===== src/verilog/scic_consts.vh =====
// Register map, opcodes, result codes and bit positions of the initiator block
`ifndef SCIC_CONSTS_VH
`define SCIC_CONSTS_VH
// ----------------------------------------------------------------------------
// Register byte offsets
// ----------------------------------------------------------------------------
`define SCIC_OFF_CTRL 8'h00
`define SCIC_OFF_STAT_WORD 8'h04
`define SCIC_OFF_RESULT 8'h08
`define SCIC_OFF_FIN_STAT 8'h0c
`define SCIC_OFF_FIN_MSG 8'h10
`define SCIC_OFF_WAIT 8'h14
`define SCIC_OFF_IRQ_STAT 8'h18
`define SCIC_OFF_IRQ_MASK 8'h1c
`define SCIC_OFF_INSTR_IDX 8'h20
`define SCIC_OFF_INSTR_OP 8'h24
`define SCIC_OFF_INSTR_P1 8'h28
`define SCIC_OFF_INSTR_P2 8'h2c
`define SCIC_OFF_BUF_IDX 8'h30
`define SCIC_OFF_BUF_DATA 8'h34
// ----------------------------------------------------------------------------
// Control bits, interrupt bits, reset values
// ----------------------------------------------------------------------------
`define SCIC_CTRL_RUN 0
`define SCIC_CTRL_BLIND 1
`define SCIC_CTRL_FINISH 2
`define SCIC_CTRL_READ 3
`define SCIC_IRQ_LIST 0
`define SCIC_IRQ_FIN 1
`define SCIC_IRQ_ERR 2
`define SCIC_IRQ_W 3
`define SCIC_WAIT_RST 32'h0000_0000
// ----------------------------------------------------------------------------
// Instruction opcodes
// ----------------------------------------------------------------------------
`define SCIC_OP_W 4
`define SCIC_XFER_INC_OPCODE 4'h1
`define SCIC_XFER_HOLD_OPCODE 4'h2
`define SCIC_ADD_LONG_OPCODE 4'h3
`define SCIC_MOVE_LONG_OPCODE 4'h4
`define SCIC_LOOP_OPCODE 4'h5
`define SCIC_NOOP_OPCODE 4'h6
`define SCIC_HALT_OPCODE 4'h7
`define SCIC_COMPARE_OPCODE 4'h8
// ----------------------------------------------------------------------------
// Result codes
// ----------------------------------------------------------------------------
`define SCIC_SUCCESS_CODE 4'h0
`define SCIC_TIMEOUT_ERROR_CODE 4'h2
`define SCIC_BAD_INSTRUCTION_ERROR_CODE 4'h4
`define SCIC_PHASE_ERROR_CODE 4'h5
`define SCIC_COMPARE_ERROR_CODE 4'h6
`define SCIC_FINISH_RECOVERY_ERROR_CODE 4'ha
`define SCIC_FILLER_BYTE 8'hee
// ----------------------------------------------------------------------------
// Status word layout
// ----------------------------------------------------------------------------
`define SCIC_SW_BUS_W 10
`define SCIC_SW_CTL_W 6
`endif


===== src/verilog/scic_stat_word.v =====
// Registered 16-bit bus and controller status word
`include "scic_consts.vh"
module scic_stat_word (
  // Clock and reset
  input wire clock_i,
  input wire reset_n_i,
  // Sources: pins are active low, controller flags active high
  input wire [`SCIC_SW_BUS_W-1:0] bus_n_i,
  input wire [`SCIC_SW_CTL_W-1:0] ctl_i,
  // Word
  output reg [15:0] stat_o
);
  always @(posedge clock_i) begin
    if (!reset_n_i)
      stat_o <= 16'h0000;
    else
      stat_o <= {ctl_i, ~bus_n_i};
  end
endmodule


===== src/verilog/scic_tick_timer.v =====
// Tick counter that flags a timeout once the programmed wait is reached
module scic_tick_timer #(
  parameter W = 32
) (
  // Clock and reset
  input wire clock_i,
  input wire reset_n_i,
  // Control
  input wire clear_i,
  input wire tick_i,
  input wire [W-1:0] limit_i,
  // Result
  output reg expired_o
);
  reg [W-1:0] cnt_r;

  always @(posedge clock_i) begin
    if (!reset_n_i) begin
      cnt_r <= {W{1'b0}};
      expired_o <= 1'b0;
    end else if (clear_i) begin
      cnt_r <= {W{1'b0}};
      expired_o <= 1'b0;
    end else begin
      if (tick_i && !expired_o)
        cnt_r <= cnt_r + {{(W-1){1'b0}}, 1'b1};
      expired_o <= (cnt_r >= limit_i);
    end
  end
endmodule


===== src/verilog/scic_top.v =====
// SCSI initiator: instruction list engine, transaction finish and status word
//
// Decided for this implementation: the APB register port and the placing of the registers.
`include "scic_consts.vh"
module scic_top #(
  parameter INSTR_DEPTH = 8,
  parameter IW = 3,
  parameter BUF_DEPTH = 16,
  parameter BW = 4
) (
  // Clock, reset, timebase
  input wire clock_i,
  input wire reset_n_i,
  input wire tick_i,
  // APB slave
  input wire psel_i,
  input wire penable_i,
  input wire pwrite_i,
  input wire [7:0] paddr_i,
  input wire [31:0] pwdata_i,
  output reg [31:0] prdata_o,
  output reg pready_o,
  output reg pslverr_o,
  // Interrupt
  output reg irq_o,
  // SCSI bus, active low pins
  input wire sel_n_i,
  input wire io_n_i,
  input wire cd_n_i,
  input wire msg_n_i,
  input wire req_n_i,
  input wire bsy_n_i,
  input wire rst_n_i,
  input wire ack_n_i,
  input wire atn_n_i,
  input wire [7:0] db_n_i,
  input wire dbp_n_i,
  output reg ack_n_o,
  output reg ack_oe_o,
  output reg [7:0] db_n_o,
  output reg dbp_n_o,
  output reg db_oe_o
);
  // --------------------------------------------------------------------------
  // Helpers
  // --------------------------------------------------------------------------
  function odd_par;
    input [7:0] d;
    odd_par = ~^d;
  endfunction

  localparam S_IDLE = 3'd0;
  localparam S_FETCH = 3'd1;
  localparam S_WAIT = 3'd2;
  localparam S_ACK = 3'd3;
  localparam S_REL = 3'd4;

  wire io = ~io_n_i;
  wire cd = ~cd_n_i;
  wire msg = ~msg_n_i;
  wire req = ~req_n_i;
  wire bsy = ~bsy_n_i;
  wire [7:0] db_in = ~db_n_i;

  // --------------------------------------------------------------------------
  // State
  // --------------------------------------------------------------------------
  reg [`SCIC_OP_W-1:0] iop_mem [0:INSTR_DEPTH-1];
  reg [31:0] ip1_mem [0:INSTR_DEPTH-1];
  reg [31:0] ip2_mem [0:INSTR_DEPTH-1];
  reg [7:0] buf_mem [0:BUF_DEPTH-1];
  reg [2:0] st_r;
  reg mode_fin_r;
  reg blind_r;
  reg dir_rd_r;
  reg first_r;
  reg recov_r;
  reg got_msg_r;
  reg busy_err_r;
  reg par_err_r;
  reg done_r;
  reg [IW-1:0] pc_r;
  reg [IW-1:0] iidx_r;
  reg [BW-1:0] ptr_r;
  reg [BW-1:0] bidx_r;
  reg [`SCIC_OP_W-1:0] xop_r;
  reg [31:0] cnt_r;
  reg [31:0] loop_r;
  reg loop_on_r;
  reg [3:0] result_r;
  reg [7:0] fin_stat_r;
  reg [7:0] fin_msg_r;
  reg [31:0] wait_r;
  reg [`SCIC_IRQ_W-1:0] irq_stat_r;
  reg [`SCIC_IRQ_W-1:0] irq_mask_r;
  reg [`SCIC_IRQ_W-1:0] irq_ev_r;
  wire tmr_exp;
  wire [15:0] stat_word;

  wire [`SCIC_OP_W-1:0] cur_op = iop_mem[pc_r];
  wire [31:0] cur_p1 = ip1_mem[pc_r];
  wire [31:0] cur_p2 = ip2_mem[pc_r];
  wire [31:0] loop_next = loop_on_r ? loop_r - 32'd1 : cur_p2 - 32'd1;
  wire ph_match = (io == dir_rd_r) && !cd && !msg;
  wire wr = psel_i && penable_i && pready_o && pwrite_i;
  wire run_go = wr && (paddr_i == `SCIC_OFF_CTRL) && pwdata_i[`SCIC_CTRL_RUN];
  wire fin_go = wr && (paddr_i == `SCIC_OFF_CTRL) && pwdata_i[`SCIC_CTRL_FINISH];
  // Blind mode keeps the timer running across bytes of one instruction
  wire tmr_clr = (st_r == S_IDLE) || (st_r == S_FETCH) ||
                 (st_r == S_ACK && !mode_fin_r && !blind_r);

  scic_tick_timer #(.W(32)) u_timer (
    .clock_i(clock_i),
    .reset_n_i(reset_n_i),
    .clear_i(tmr_clr),
    .tick_i(tick_i),
    .limit_i(wait_r),
    .expired_o(tmr_exp)
  );

  scic_stat_word u_stat (
    .clock_i(clock_i),
    .reset_n_i(reset_n_i),
    .bus_n_i({atn_n_i, ack_n_i, rst_n_i, bsy_n_i, req_n_i, msg_n_i, cd_n_i,
              io_n_i, sel_n_i, dbp_n_i}),
    .ctl_i({done_r, req && ph_match && (st_r == S_WAIT), par_err_r, irq_o,
            ph_match, busy_err_r}),
    .stat_o(stat_word)
  );

  // --------------------------------------------------------------------------
  // Sequencer
  // --------------------------------------------------------------------------
  // Enable and level of the open-drain ACK always move together
  task set_ack;
    input v;
    begin
      ack_oe_o <= v;
      ack_n_o <= ~v;
    end
  endtask

  // Events are registered here, so the status register sees them one cycle later
  task finish;
    input [3:0] code;
    begin
      result_r <= code;
      st_r <= S_IDLE;
      done_r <= 1'b1;
      set_ack(1'b0);
      db_oe_o <= 1'b0;
      irq_ev_r[mode_fin_r ? `SCIC_IRQ_FIN : `SCIC_IRQ_LIST] <= 1'b1;
      if (code != `SCIC_SUCCESS_CODE)
        irq_ev_r[`SCIC_IRQ_ERR] <= 1'b1;
    end
  endtask

  always @(posedge clock_i) begin
    irq_ev_r <= {`SCIC_IRQ_W{1'b0}};
    if (!reset_n_i) begin
      st_r <= S_IDLE;
      mode_fin_r <= 1'b0;
      blind_r <= 1'b0;
      dir_rd_r <= 1'b0;
      first_r <= 1'b0;
      recov_r <= 1'b0;
      got_msg_r <= 1'b0;
      busy_err_r <= 1'b0;
      par_err_r <= 1'b0;
      done_r <= 1'b0;
      pc_r <= {IW{1'b0}};
      ptr_r <= {BW{1'b0}};
      xop_r <= {`SCIC_OP_W{1'b0}};
      cnt_r <= 32'h0000_0000;
      loop_r <= 32'h0000_0000;
      loop_on_r <= 1'b0;
      result_r <= `SCIC_SUCCESS_CODE;
      fin_stat_r <= 8'h00;
      fin_msg_r <= 8'h00;
      db_n_o <= 8'hff;
      dbp_n_o <= 1'b1;
      db_oe_o <= 1'b0;
      set_ack(1'b0);
    end else begin
      case (st_r)
        S_IDLE: begin
          if (run_go || fin_go) begin
            mode_fin_r <= fin_go && !run_go;
            blind_r <= pwdata_i[`SCIC_CTRL_BLIND];
            dir_rd_r <= pwdata_i[`SCIC_CTRL_READ];
            st_r <= run_go ? S_FETCH : S_WAIT;
            pc_r <= {IW{1'b0}};
            loop_on_r <= 1'b0;
            recov_r <= 1'b0;
            got_msg_r <= 1'b0;
            busy_err_r <= 1'b0;
            par_err_r <= 1'b0;
            done_r <= 1'b0;
          end
        end
        S_FETCH: begin
          pc_r <= pc_r + {{(IW-1){1'b0}}, 1'b1};
          case (cur_op)
            `SCIC_XFER_INC_OPCODE, `SCIC_XFER_HOLD_OPCODE, `SCIC_COMPARE_OPCODE: begin
              xop_r <= cur_op;
              cnt_r <= cur_p2;
              first_r <= 1'b1;
              if (cur_p2 != 32'h0000_0000) begin
                pc_r <= pc_r;
                st_r <= S_WAIT;
              end
            end
            `SCIC_ADD_LONG_OPCODE: ptr_r <= ptr_r + cur_p2[BW-1:0];
            `SCIC_MOVE_LONG_OPCODE: ptr_r <= cur_p2[BW-1:0];
            `SCIC_LOOP_OPCODE: begin
              loop_r <= loop_next;
              loop_on_r <= (loop_next != 32'h0000_0000);
              if (loop_next != 32'h0000_0000)
                pc_r <= pc_r + cur_p1[IW-1:0];
            end
            `SCIC_NOOP_OPCODE: ;
            `SCIC_HALT_OPCODE: finish(`SCIC_SUCCESS_CODE);
            default: finish(`SCIC_BAD_INSTRUCTION_ERROR_CODE);
          endcase
        end
        S_WAIT: begin
          if (!mode_fin_r && !bsy)
            busy_err_r <= 1'b1;
          if (tmr_exp) begin
            finish(`SCIC_TIMEOUT_ERROR_CODE);
          end else if (req) begin
            if (io && (dbp_n_i == odd_par(db_in)))
              par_err_r <= 1'b1;
            if (mode_fin_r) begin
              if (!io && cd && msg) begin
                finish(`SCIC_PHASE_ERROR_CODE);
              end else begin
                st_r <= S_ACK;
                set_ack(1'b1);
                if (io && cd && !msg)
                  fin_stat_r <= db_in;
                else if (io && cd && msg) begin
                  fin_msg_r <= db_in;
                  got_msg_r <= 1'b1;
                end else
                  recov_r <= 1'b1;
                if (!io) begin
                  db_n_o <= ~`SCIC_FILLER_BYTE;
                  dbp_n_o <= ~odd_par(`SCIC_FILLER_BYTE);
                  db_oe_o <= 1'b1;
                end
              end
            end else if ((first_r || !blind_r) && !ph_match) begin
              finish(`SCIC_PHASE_ERROR_CODE);
            end else if (xop_r == `SCIC_COMPARE_OPCODE && db_in != buf_mem[ptr_r]) begin
              finish(`SCIC_COMPARE_ERROR_CODE);
            end else begin
              st_r <= S_ACK;
              set_ack(1'b1);
              if (!dir_rd_r) begin
                db_n_o <= ~buf_mem[ptr_r];
                dbp_n_o <= ~odd_par(buf_mem[ptr_r]);
                db_oe_o <= 1'b1;
              end
            end
          end
        end
        S_ACK: begin
          if (tmr_exp) begin
            finish(`SCIC_TIMEOUT_ERROR_CODE);
          end else if (!req) begin
            set_ack(1'b0);
            db_oe_o <= 1'b0;
            first_r <= 1'b0;
            if (mode_fin_r) begin
              st_r <= got_msg_r ? S_REL : S_WAIT;
            end else begin
              if (xop_r != `SCIC_XFER_HOLD_OPCODE)
                ptr_r <= ptr_r + {{(BW-1){1'b0}}, 1'b1};
              cnt_r <= cnt_r - 32'd1;
              if (cnt_r == 32'd1) begin
                pc_r <= pc_r + {{(IW-1){1'b0}}, 1'b1};
                st_r <= S_FETCH;
              end else
                st_r <= S_WAIT;
            end
          end
        end
        S_REL: begin
          if (tmr_exp)
            finish(`SCIC_TIMEOUT_ERROR_CODE);
          else if (!bsy)
            finish(recov_r ? `SCIC_FINISH_RECOVERY_ERROR_CODE
                           : `SCIC_SUCCESS_CODE);
        end
        default: st_r <= S_IDLE;
      endcase
    end
  end

  // Inbound bytes of a read list land in the buffer when the phase matches, except those of a compare
  always @(posedge clock_i) begin
    if (st_r == S_WAIT && req && !mode_fin_r && dir_rd_r && ph_match &&
        xop_r != `SCIC_COMPARE_OPCODE)
      buf_mem[ptr_r] <= db_in;
    else if (wr && paddr_i == `SCIC_OFF_BUF_DATA)
      buf_mem[bidx_r] <= pwdata_i[7:0];
  end

  // --------------------------------------------------------------------------
  // APB registers
  // --------------------------------------------------------------------------
  always @(posedge clock_i) begin
    if (wr && paddr_i == `SCIC_OFF_INSTR_OP)
      iop_mem[iidx_r] <= pwdata_i[`SCIC_OP_W-1:0];
    if (wr && paddr_i == `SCIC_OFF_INSTR_P1)
      ip1_mem[iidx_r] <= pwdata_i;
    if (wr && paddr_i == `SCIC_OFF_INSTR_P2)
      ip2_mem[iidx_r] <= pwdata_i;
  end

  always @(posedge clock_i) begin
    if (!reset_n_i) begin
      prdata_o <= 32'h0000_0000;
      pready_o <= 1'b0;
      pslverr_o <= 1'b0;
      wait_r <= `SCIC_WAIT_RST;
      irq_stat_r <= {`SCIC_IRQ_W{1'b0}};
      irq_mask_r <= {`SCIC_IRQ_W{1'b0}};
      irq_o <= 1'b0;
      iidx_r <= {IW{1'b0}};
      bidx_r <= {BW{1'b0}};
    end else begin
      // One wait state gives registered read data and a registered ready
      pready_o <= psel_i && penable_i && !pready_o;
      pslverr_o <= 1'b0;
      prdata_o <= 32'h0000_0000;
      if (psel_i && penable_i && !pready_o) begin
        case (paddr_i)
          `SCIC_OFF_CTRL: prdata_o <= {31'h0, st_r != S_IDLE};
          `SCIC_OFF_STAT_WORD: prdata_o <= {16'h0000, stat_word};
          `SCIC_OFF_RESULT: prdata_o <= {28'h0, result_r};
          `SCIC_OFF_FIN_STAT: prdata_o <= {24'h0, fin_stat_r};
          `SCIC_OFF_FIN_MSG: prdata_o <= {24'h0, fin_msg_r};
          `SCIC_OFF_WAIT: prdata_o <= wait_r;
          `SCIC_OFF_IRQ_STAT: prdata_o <= {29'h0, irq_stat_r};
          `SCIC_OFF_IRQ_MASK: prdata_o <= {29'h0, irq_mask_r};
          `SCIC_OFF_INSTR_IDX: prdata_o <= {{(32-IW){1'b0}}, iidx_r};
          `SCIC_OFF_INSTR_OP: prdata_o <= {28'h0, iop_mem[iidx_r]};
          `SCIC_OFF_INSTR_P1: prdata_o <= ip1_mem[iidx_r];
          `SCIC_OFF_INSTR_P2: prdata_o <= ip2_mem[iidx_r];
          `SCIC_OFF_BUF_IDX: prdata_o <= {{(32-BW){1'b0}}, bidx_r};
          `SCIC_OFF_BUF_DATA: prdata_o <= {24'h0, buf_mem[bidx_r]};
          default: pslverr_o <= 1'b1;
        endcase
      end
      if (wr) begin
        case (paddr_i)
          `SCIC_OFF_WAIT: wait_r <= pwdata_i;
          `SCIC_OFF_IRQ_MASK: irq_mask_r <= pwdata_i[`SCIC_IRQ_W-1:0];
          `SCIC_OFF_INSTR_IDX: iidx_r <= pwdata_i[IW-1:0];
          `SCIC_OFF_BUF_IDX: bidx_r <= pwdata_i[BW-1:0];
          default: ;
        endcase
      end
      // A new event wins over a write-one-to-clear in the same cycle
      irq_stat_r <= (irq_stat_r &
                     ~((wr && paddr_i == `SCIC_OFF_IRQ_STAT) ?
                       pwdata_i[`SCIC_IRQ_W-1:0] : {`SCIC_IRQ_W{1'b0}})) | irq_ev_r;
      irq_o <= |(irq_stat_r & irq_mask_r);
    end
  end
endmodule

===== config.mk =====
export PLATFORM = sky130hd
export DESIGN_NAME = scic_top
export DESIGN_NICKNAME = d
export VERILOG_FILES = /design/src/verilog/scic_stat_word.v /design/src/verilog/scic_tick_timer.v /design/src/verilog/scic_top.v
export VERILOG_INCLUDE_DIRS = /design/src /design/src/verilog
export SDC_FILE = /design/constraint.sdc
export NUM_CORES = 1
export LEC_CHECK = 0
export BUFFER_PORTS_ARGS = -buffer_cell sky130_fd_sc_hd__buf_4
export CORE_MARGIN = 10
export CORE_UTILIZATION = 63
export DETAILED_ROUTE_END_ITERATION = 16
export HOLD_SLACK_MARGIN = 0.1
export PLACE_DENSITY_LB_ADDON = 0.3
export SLEW_MARGIN = 0
export SYNTH_ARGS = -nofsm -noshare
export SYNTH_HDL_FRONTEND = slang
export SYNTH_SLANG_ARGS = --single-unit

===== constraint.sdc =====
create_clock -name clock_i -period 6.85 [get_ports clock_i]
set_clock_uncertainty 0.15 [all_clocks]
set_input_delay 0.685 -clock clock_i [delete_from_list [all_inputs] [get_ports clock_i]]
set_output_delay 0.685 -clock clock_i [all_outputs]
set_load 0.01 [all_outputs]

==> After elaboration in Yosys (flattened, before gate mapping) <==
Memory sizes are Yosys's and may differ from the RTL's. A register that Yosys moved wholly into a read port is not among the register bits.
Index checks and enable logic that the tools add are counted.
{ "op_classes": {"n_bitwise": 16, "magnitude_cmp": 3, "n_mux": 178, "addsub": 8, "n_reduce_logical": 91, "eq_ne": 67} }
{ "op_table": {"columns": ["op", "count"], "rows": [
  ["case mux 32 bit (14 select lines)", 1],
  ["two-way mux 32 bit", 5],
  ["two-way mux 3 bit", 40],
  ["subtractor 32 x 1 -> 32 bit, second input constant", 3],
  ["two-way mux 1 bit", 79],
  ["two-way mux 4 bit", 19],
  ["case mux 32 bit (2 select lines)", 1],
  ["nonzero test 32 bit", 2],
  ["two-way mux 8 bit", 7],
  ["equality test 8 x 6 -> 1 bit, second input constant", 6],
  ["logical AND 1 bit", 35],
  ["adder 32 x 1 -> 32 bit, second input constant", 1],
  ["equality test 32 x 1 -> 1 bit, second input constant", 1],
  ["equality test 8 x 5 -> 1 bit, second input constant", 4],
  [">= comparator 32 bit", 1],
  ["inequality test 2 bit, second input constant", 16],
  ["AND reduction 8 bit", 4],
  ["AND reduction 7 bit", 4],
  ["case mux 4 bit (2 select lines)", 3],
  ["inequality test 2 x 1 -> 1 bit, second input constant", 9],
  ["case mux 3 bit (2 select lines)", 3],
  ["AND reduction 6 bit", 3],
  ["equality test 4 x 3 -> 1 bit, second input constant", 4],
  ["equality test 8 x 4 -> 1 bit, second input constant", 2],
  ["other kinds (57)", 110]
]} }
{ "totals": {"reg_bits": 252, "out_inout_bits": 47, "elab_cells": 404, "inputBits": 64, "mem_count": 4, "ram_bits": 672} }
{ "mem_list": {"columns": ["memory", "depth", "word_bits", "rd", "rd_clocked_by_memory_dff", "write_ports", "line_no", "source"], "rows": [
  ["ip1_mem", 8, 32, 2, 2, 1, "scic_top.v:69", "reg [31:0] ip1_mem [0:INSTR_DEPTH-1];"],
  ["ip2_mem", 8, 32, 2, 2, 1, "scic_top.v:70", "reg [31:0] ip2_mem [0:INSTR_DEPTH-1];"],
  ["buf_mem", 16, 8, 2, 2, 1, "scic_top.v:71", "reg [7:0] buf_mem [0:BUF_DEPTH-1];"],
  ["iop_mem", 8, 4, 2, 2, 1, "scic_top.v:68", "reg [`SCIC_OP_W-1:0] iop_mem [0:INSTR_DEPTH-1];"]
]} }

==> Logic depth before layout (Yosys ltp) <==
{ "depth": {"ltp_word": 11, "mapped_depth": 21, "mapped_depth_nobuf": 14} }

==> Hierarchy <==
Synthesis repeated with hierarchy kept, for this count alone.
{ "unflattened": {"cells_unflattened": 3145, "area_unflattened_um2": 43181.4} }
{ "by_module_without_submodules": {"columns": ["module", "n_inst", "area_per_inst_um2", "cells_each", "seq_area_each_um2"], "rows": [
  ["scic_top", 1, 40457.6, 2826, 24523.5],
  ["scic_tick_timer", 1, 2290.9, 286, 660.6],
  ["scic_stat_word", 1, 432.9, 33, 320.3]
]} }

==> Least setup slack after synthesis <==
OpenSTA, ideal clock, no wires.
{ "synth_timing": {"path_kind": "register -> register", "startpoint": "register with a tool-made name", "endpoint": "register with a tool-made name", "required_time_ps": 6582, "path_stages_with_launch": 22, "t_arrival_ps": 5290, "synth_period_minus_slack_ps": 5558, "setup_slack_ps": 1292, "cell_sequence": "dfxtp_1 -> buf_2 -> buf_4 -> buf_2 -> buf_1 -> buf_2 -> buf_1 -> mux4_2 -> nand2_1 -> nand2_1 -> mux2i_1 -> ha_1 -> o211ai_1 -> or2_2 -> clkbuf_1 -> nor3_2 -> nand3_1 -> nor2_1 -> o22ai_2 -> nor4_1 -> mux2_1 -> o21a_1"} }

==> metrics.txt <==
# DRC=0; Clock Path Buffers=3; fin crit period=5.86 ns; Hold Path Class=in -> reg; die area=79300 um^2; Sequential Power Share=48.6%; grt peak-use layer=met2; commonest non-fill, non-tap cells in the layout=edfxtp_1, nor2_1, nand2_1; fmax=171 MHz; IO Port Bufs=110; CTS Hold Bufs=11; setup repair after global routing missed its margin=no; commonest non-fill, non-tap cell in the layout=edfxtp_1; vias in the first global route=29800; Final Slew Violations=0; Placement Setup Slack=1.13 ns; YS warnings=0; Synth-to-Final Area Change=11.4%; post-route setup slack=0.993 ns; CTS Root Cell=clkbuf_16; multi-input logic area=16800 um^2; global-route wire length before repair=193000 um; synthesized flop and latch total=938; Die Ht=282 um; met1 global-route usage=44.5%; grt met2 use=49.5%; status=completed; Final HPWL DP=83100 um; wire per inst=30.6 um; clk sinks=938; Power Internal=9.49 mW; Hold Path Stages=2; Clk pwr share=39.0%; CTS tree=done; logic gate share of total power=12.4%; crit path capture type=flop; top cells by area, synth=edfxtp_1, mux4_2, dfxtp_1, nor2_1, mux2i_1; Core Area=67500 um^2; post-synthesis sequential area ratio=59.2%; Rows=95; worst-path maximum fanout=31; initial antenna violation count=5; hold violation count in the final report=0; initial DRC count=4673; met3 usage=8.32%; worst min-delay path startpoint=db_n_i[7]; GP Congestion=0.975; Async S/R FF share, synth=0%; post-route insts no fill=4210; PnR Total Power=12.9 mW; DR pass1 iterations=6; Slew @ Worst Pin=1.37 ns; pin count of the biggest net entering global routing=62; Worst Hold End=fin_stat_r[7]$_SDFFE_PN0P_; EDFF count, synth=672; Num CTS Buffers=96; Net Count, Synth=3273; nets=3365; post-synth top area share=46.8%; switching part of the total=26.5%; dpl cells=4020; P_sw=3.43 mW; post-route ant nets=0; die width=282 um; CTS H-tree depth=3; Vias per Instance=7.15; Final Cycle Share=85.5%; r2r setup slk=0.99 ns; mapped cell area=43100 um^2; Total GRT Usage=32.7%; Top FF cell, synth=edfxtp_1; leak pwr=15.2 nW; Clock transition at path regs=0.06 ns; Mapped Avg Cell Area=13.6 um^2; GRT overflow=0; worst rel slew slack=8.61%; layout cells sized above 1=21.0%; CP required=7.20 ns; number of unique standard cell types used by synthesis=86; Post-CTS Setup Inserts=0; io pins=111; Total Wirelength=129000 um; Vias=30100; Clock Latency Late Sink=0.69 ns; CP Class=reg -> reg; Startpoint Class=flop; final setup violation count=0; Worst EP arrival=6.20 ns; Reg2Reg Depth=15; largest area contributor in the netlist=edfxtp_1; FF/Latch Area=25500 um^2; Worst Hold Slack=0.139 ns; # fillers=4246; Sum Neg Setup Slack=0 ns; MaxCap Viol Count=0; PD cells=269 nW/um^2; Post-Syn Instances=3164; Initial Utilization=63.8%; peak supply drop=0.249 mV; Post-CTS Resized=0
-- flip-flops by register name, summed over array words and instances, names as in the netlist, 8 cells and up, named ones only --
name,flops
buf_mem,128
cnt_r,32
db_n_o,8
fin_msg_r,8
fin_stat_r,8
iop_mem,32
ip1_mem,256
ip2_mem,256
loop_r,32
prdata_o,32
u_stat.stat_o,16
u_timer.cnt_r,32
wait_r,32
-- worst max-delay path by stage --
| stage | endpoint | cells after the start | start | slack, ns |
|---|---|---|---|---|
| after floorplan | flop | 21 | flop | 1.29 |
| after global placement | flop | 15 | flop | 1.25 |
| after detailed placement | flop | 12 | flop | 1.13 |
| after CTS | flop | 15 | flop | 1.05 |
| after global routing | flop | 15 | flop | 0.63 |
| final | flop | 15 | flop | 0.99 |
-- synth_stat cells (17+ instances only) --
cell and n:
and3_1 22, a21oi_1 174, or3_1 28, nand2_1 276, nor3_1 56, o22ai_1 17, o21ai_0 93, nor2b_1 21
nand4_1 21, xor2_1 40, clkbuf_1 126, mux4_2 260, mux2i_1 113, a22oi_1 24, mux2_2 64, nor2_1 309
or2_2 17, inv_1 55, buf_1 39, edfxtp_1 672, a21o_1 17, a211oi_1 38, xnor2_1 43, ha_1 43
nand2b_1 20, nand3_1 50, and2_1 19, dfxtp_1 266, a221oi_1 28
-- routing by layer --
layer  share of wire (%)  vias to the layer above  routed length [um]
met5               0.029                        -                  37
met4                 4.9                        6                6270
met3                  13                      405               17300
met2                  46                     2285               58900
met1                  36                    15000               46500
li1                    -                    12400                   -
-- power groups by stage --
stage | logic (mW) | clock network, mW | registers [mW]
finish | 1.60 | 5.04 | 6.28
global route | 1.72 | 5.28 | 6.28
CTS | 1.55 | 5.07 | 6.27
detailed placement | 1.53 | 0 | 6.39
global placement | 1.50 | 0 | 6.38
floorplan | 1.08 | 0 | 6.30
-- cells by family after synthesis --
logic type      count (synthesis)  share of synthesized area [%]
flops                         938                           59.2
simple gates                  898                           9.62
compound gates                507                           7.62
mux                           450                           18.3
buf+inv                       243                           2.26
xor+xnor                       83                           1.69
fa+ha+maj                      45                           1.34
-- per-stage QoR --
step	area, um^2	util [%]
6_report	48000	71.1
5_1_grt	48000	71.1
4_1_cts	48000	71.1
3_5_place_dp	44900	66.5
3_3_place_gp	44900	66.5
2_1_floorplan	43100	-
-- worst max-delay path, stage by stage (launching register included) --
cell and delay, ns:
dfxtp_2 1.11, buf_4 0.56, mux4_2 0.58, nand2_1 0.10, nand2_1 0.16, mux2i_1 0.25
ha_1 0.27, o211ai_1 0.21, nor4_1 0.56, nand2_1 0.19, xnor2_1 0.23, nor4_2 0.30
nand4_1 0.17, nor4b_4 0.44, mux2i_1 0.26, a31oi_1 0.15
-- cell type report --
cell class	count	area share [%]
sequential	938	53.2
multi-input combinational	1983	34.9
clock buffer	143	5.65
timing repair buffer	180	2.87
tap	873	2.28
clock inverter	35	0.626
inverter	57	0.451
antenna	1	0.00521
(Power assumes the default switching activity.)
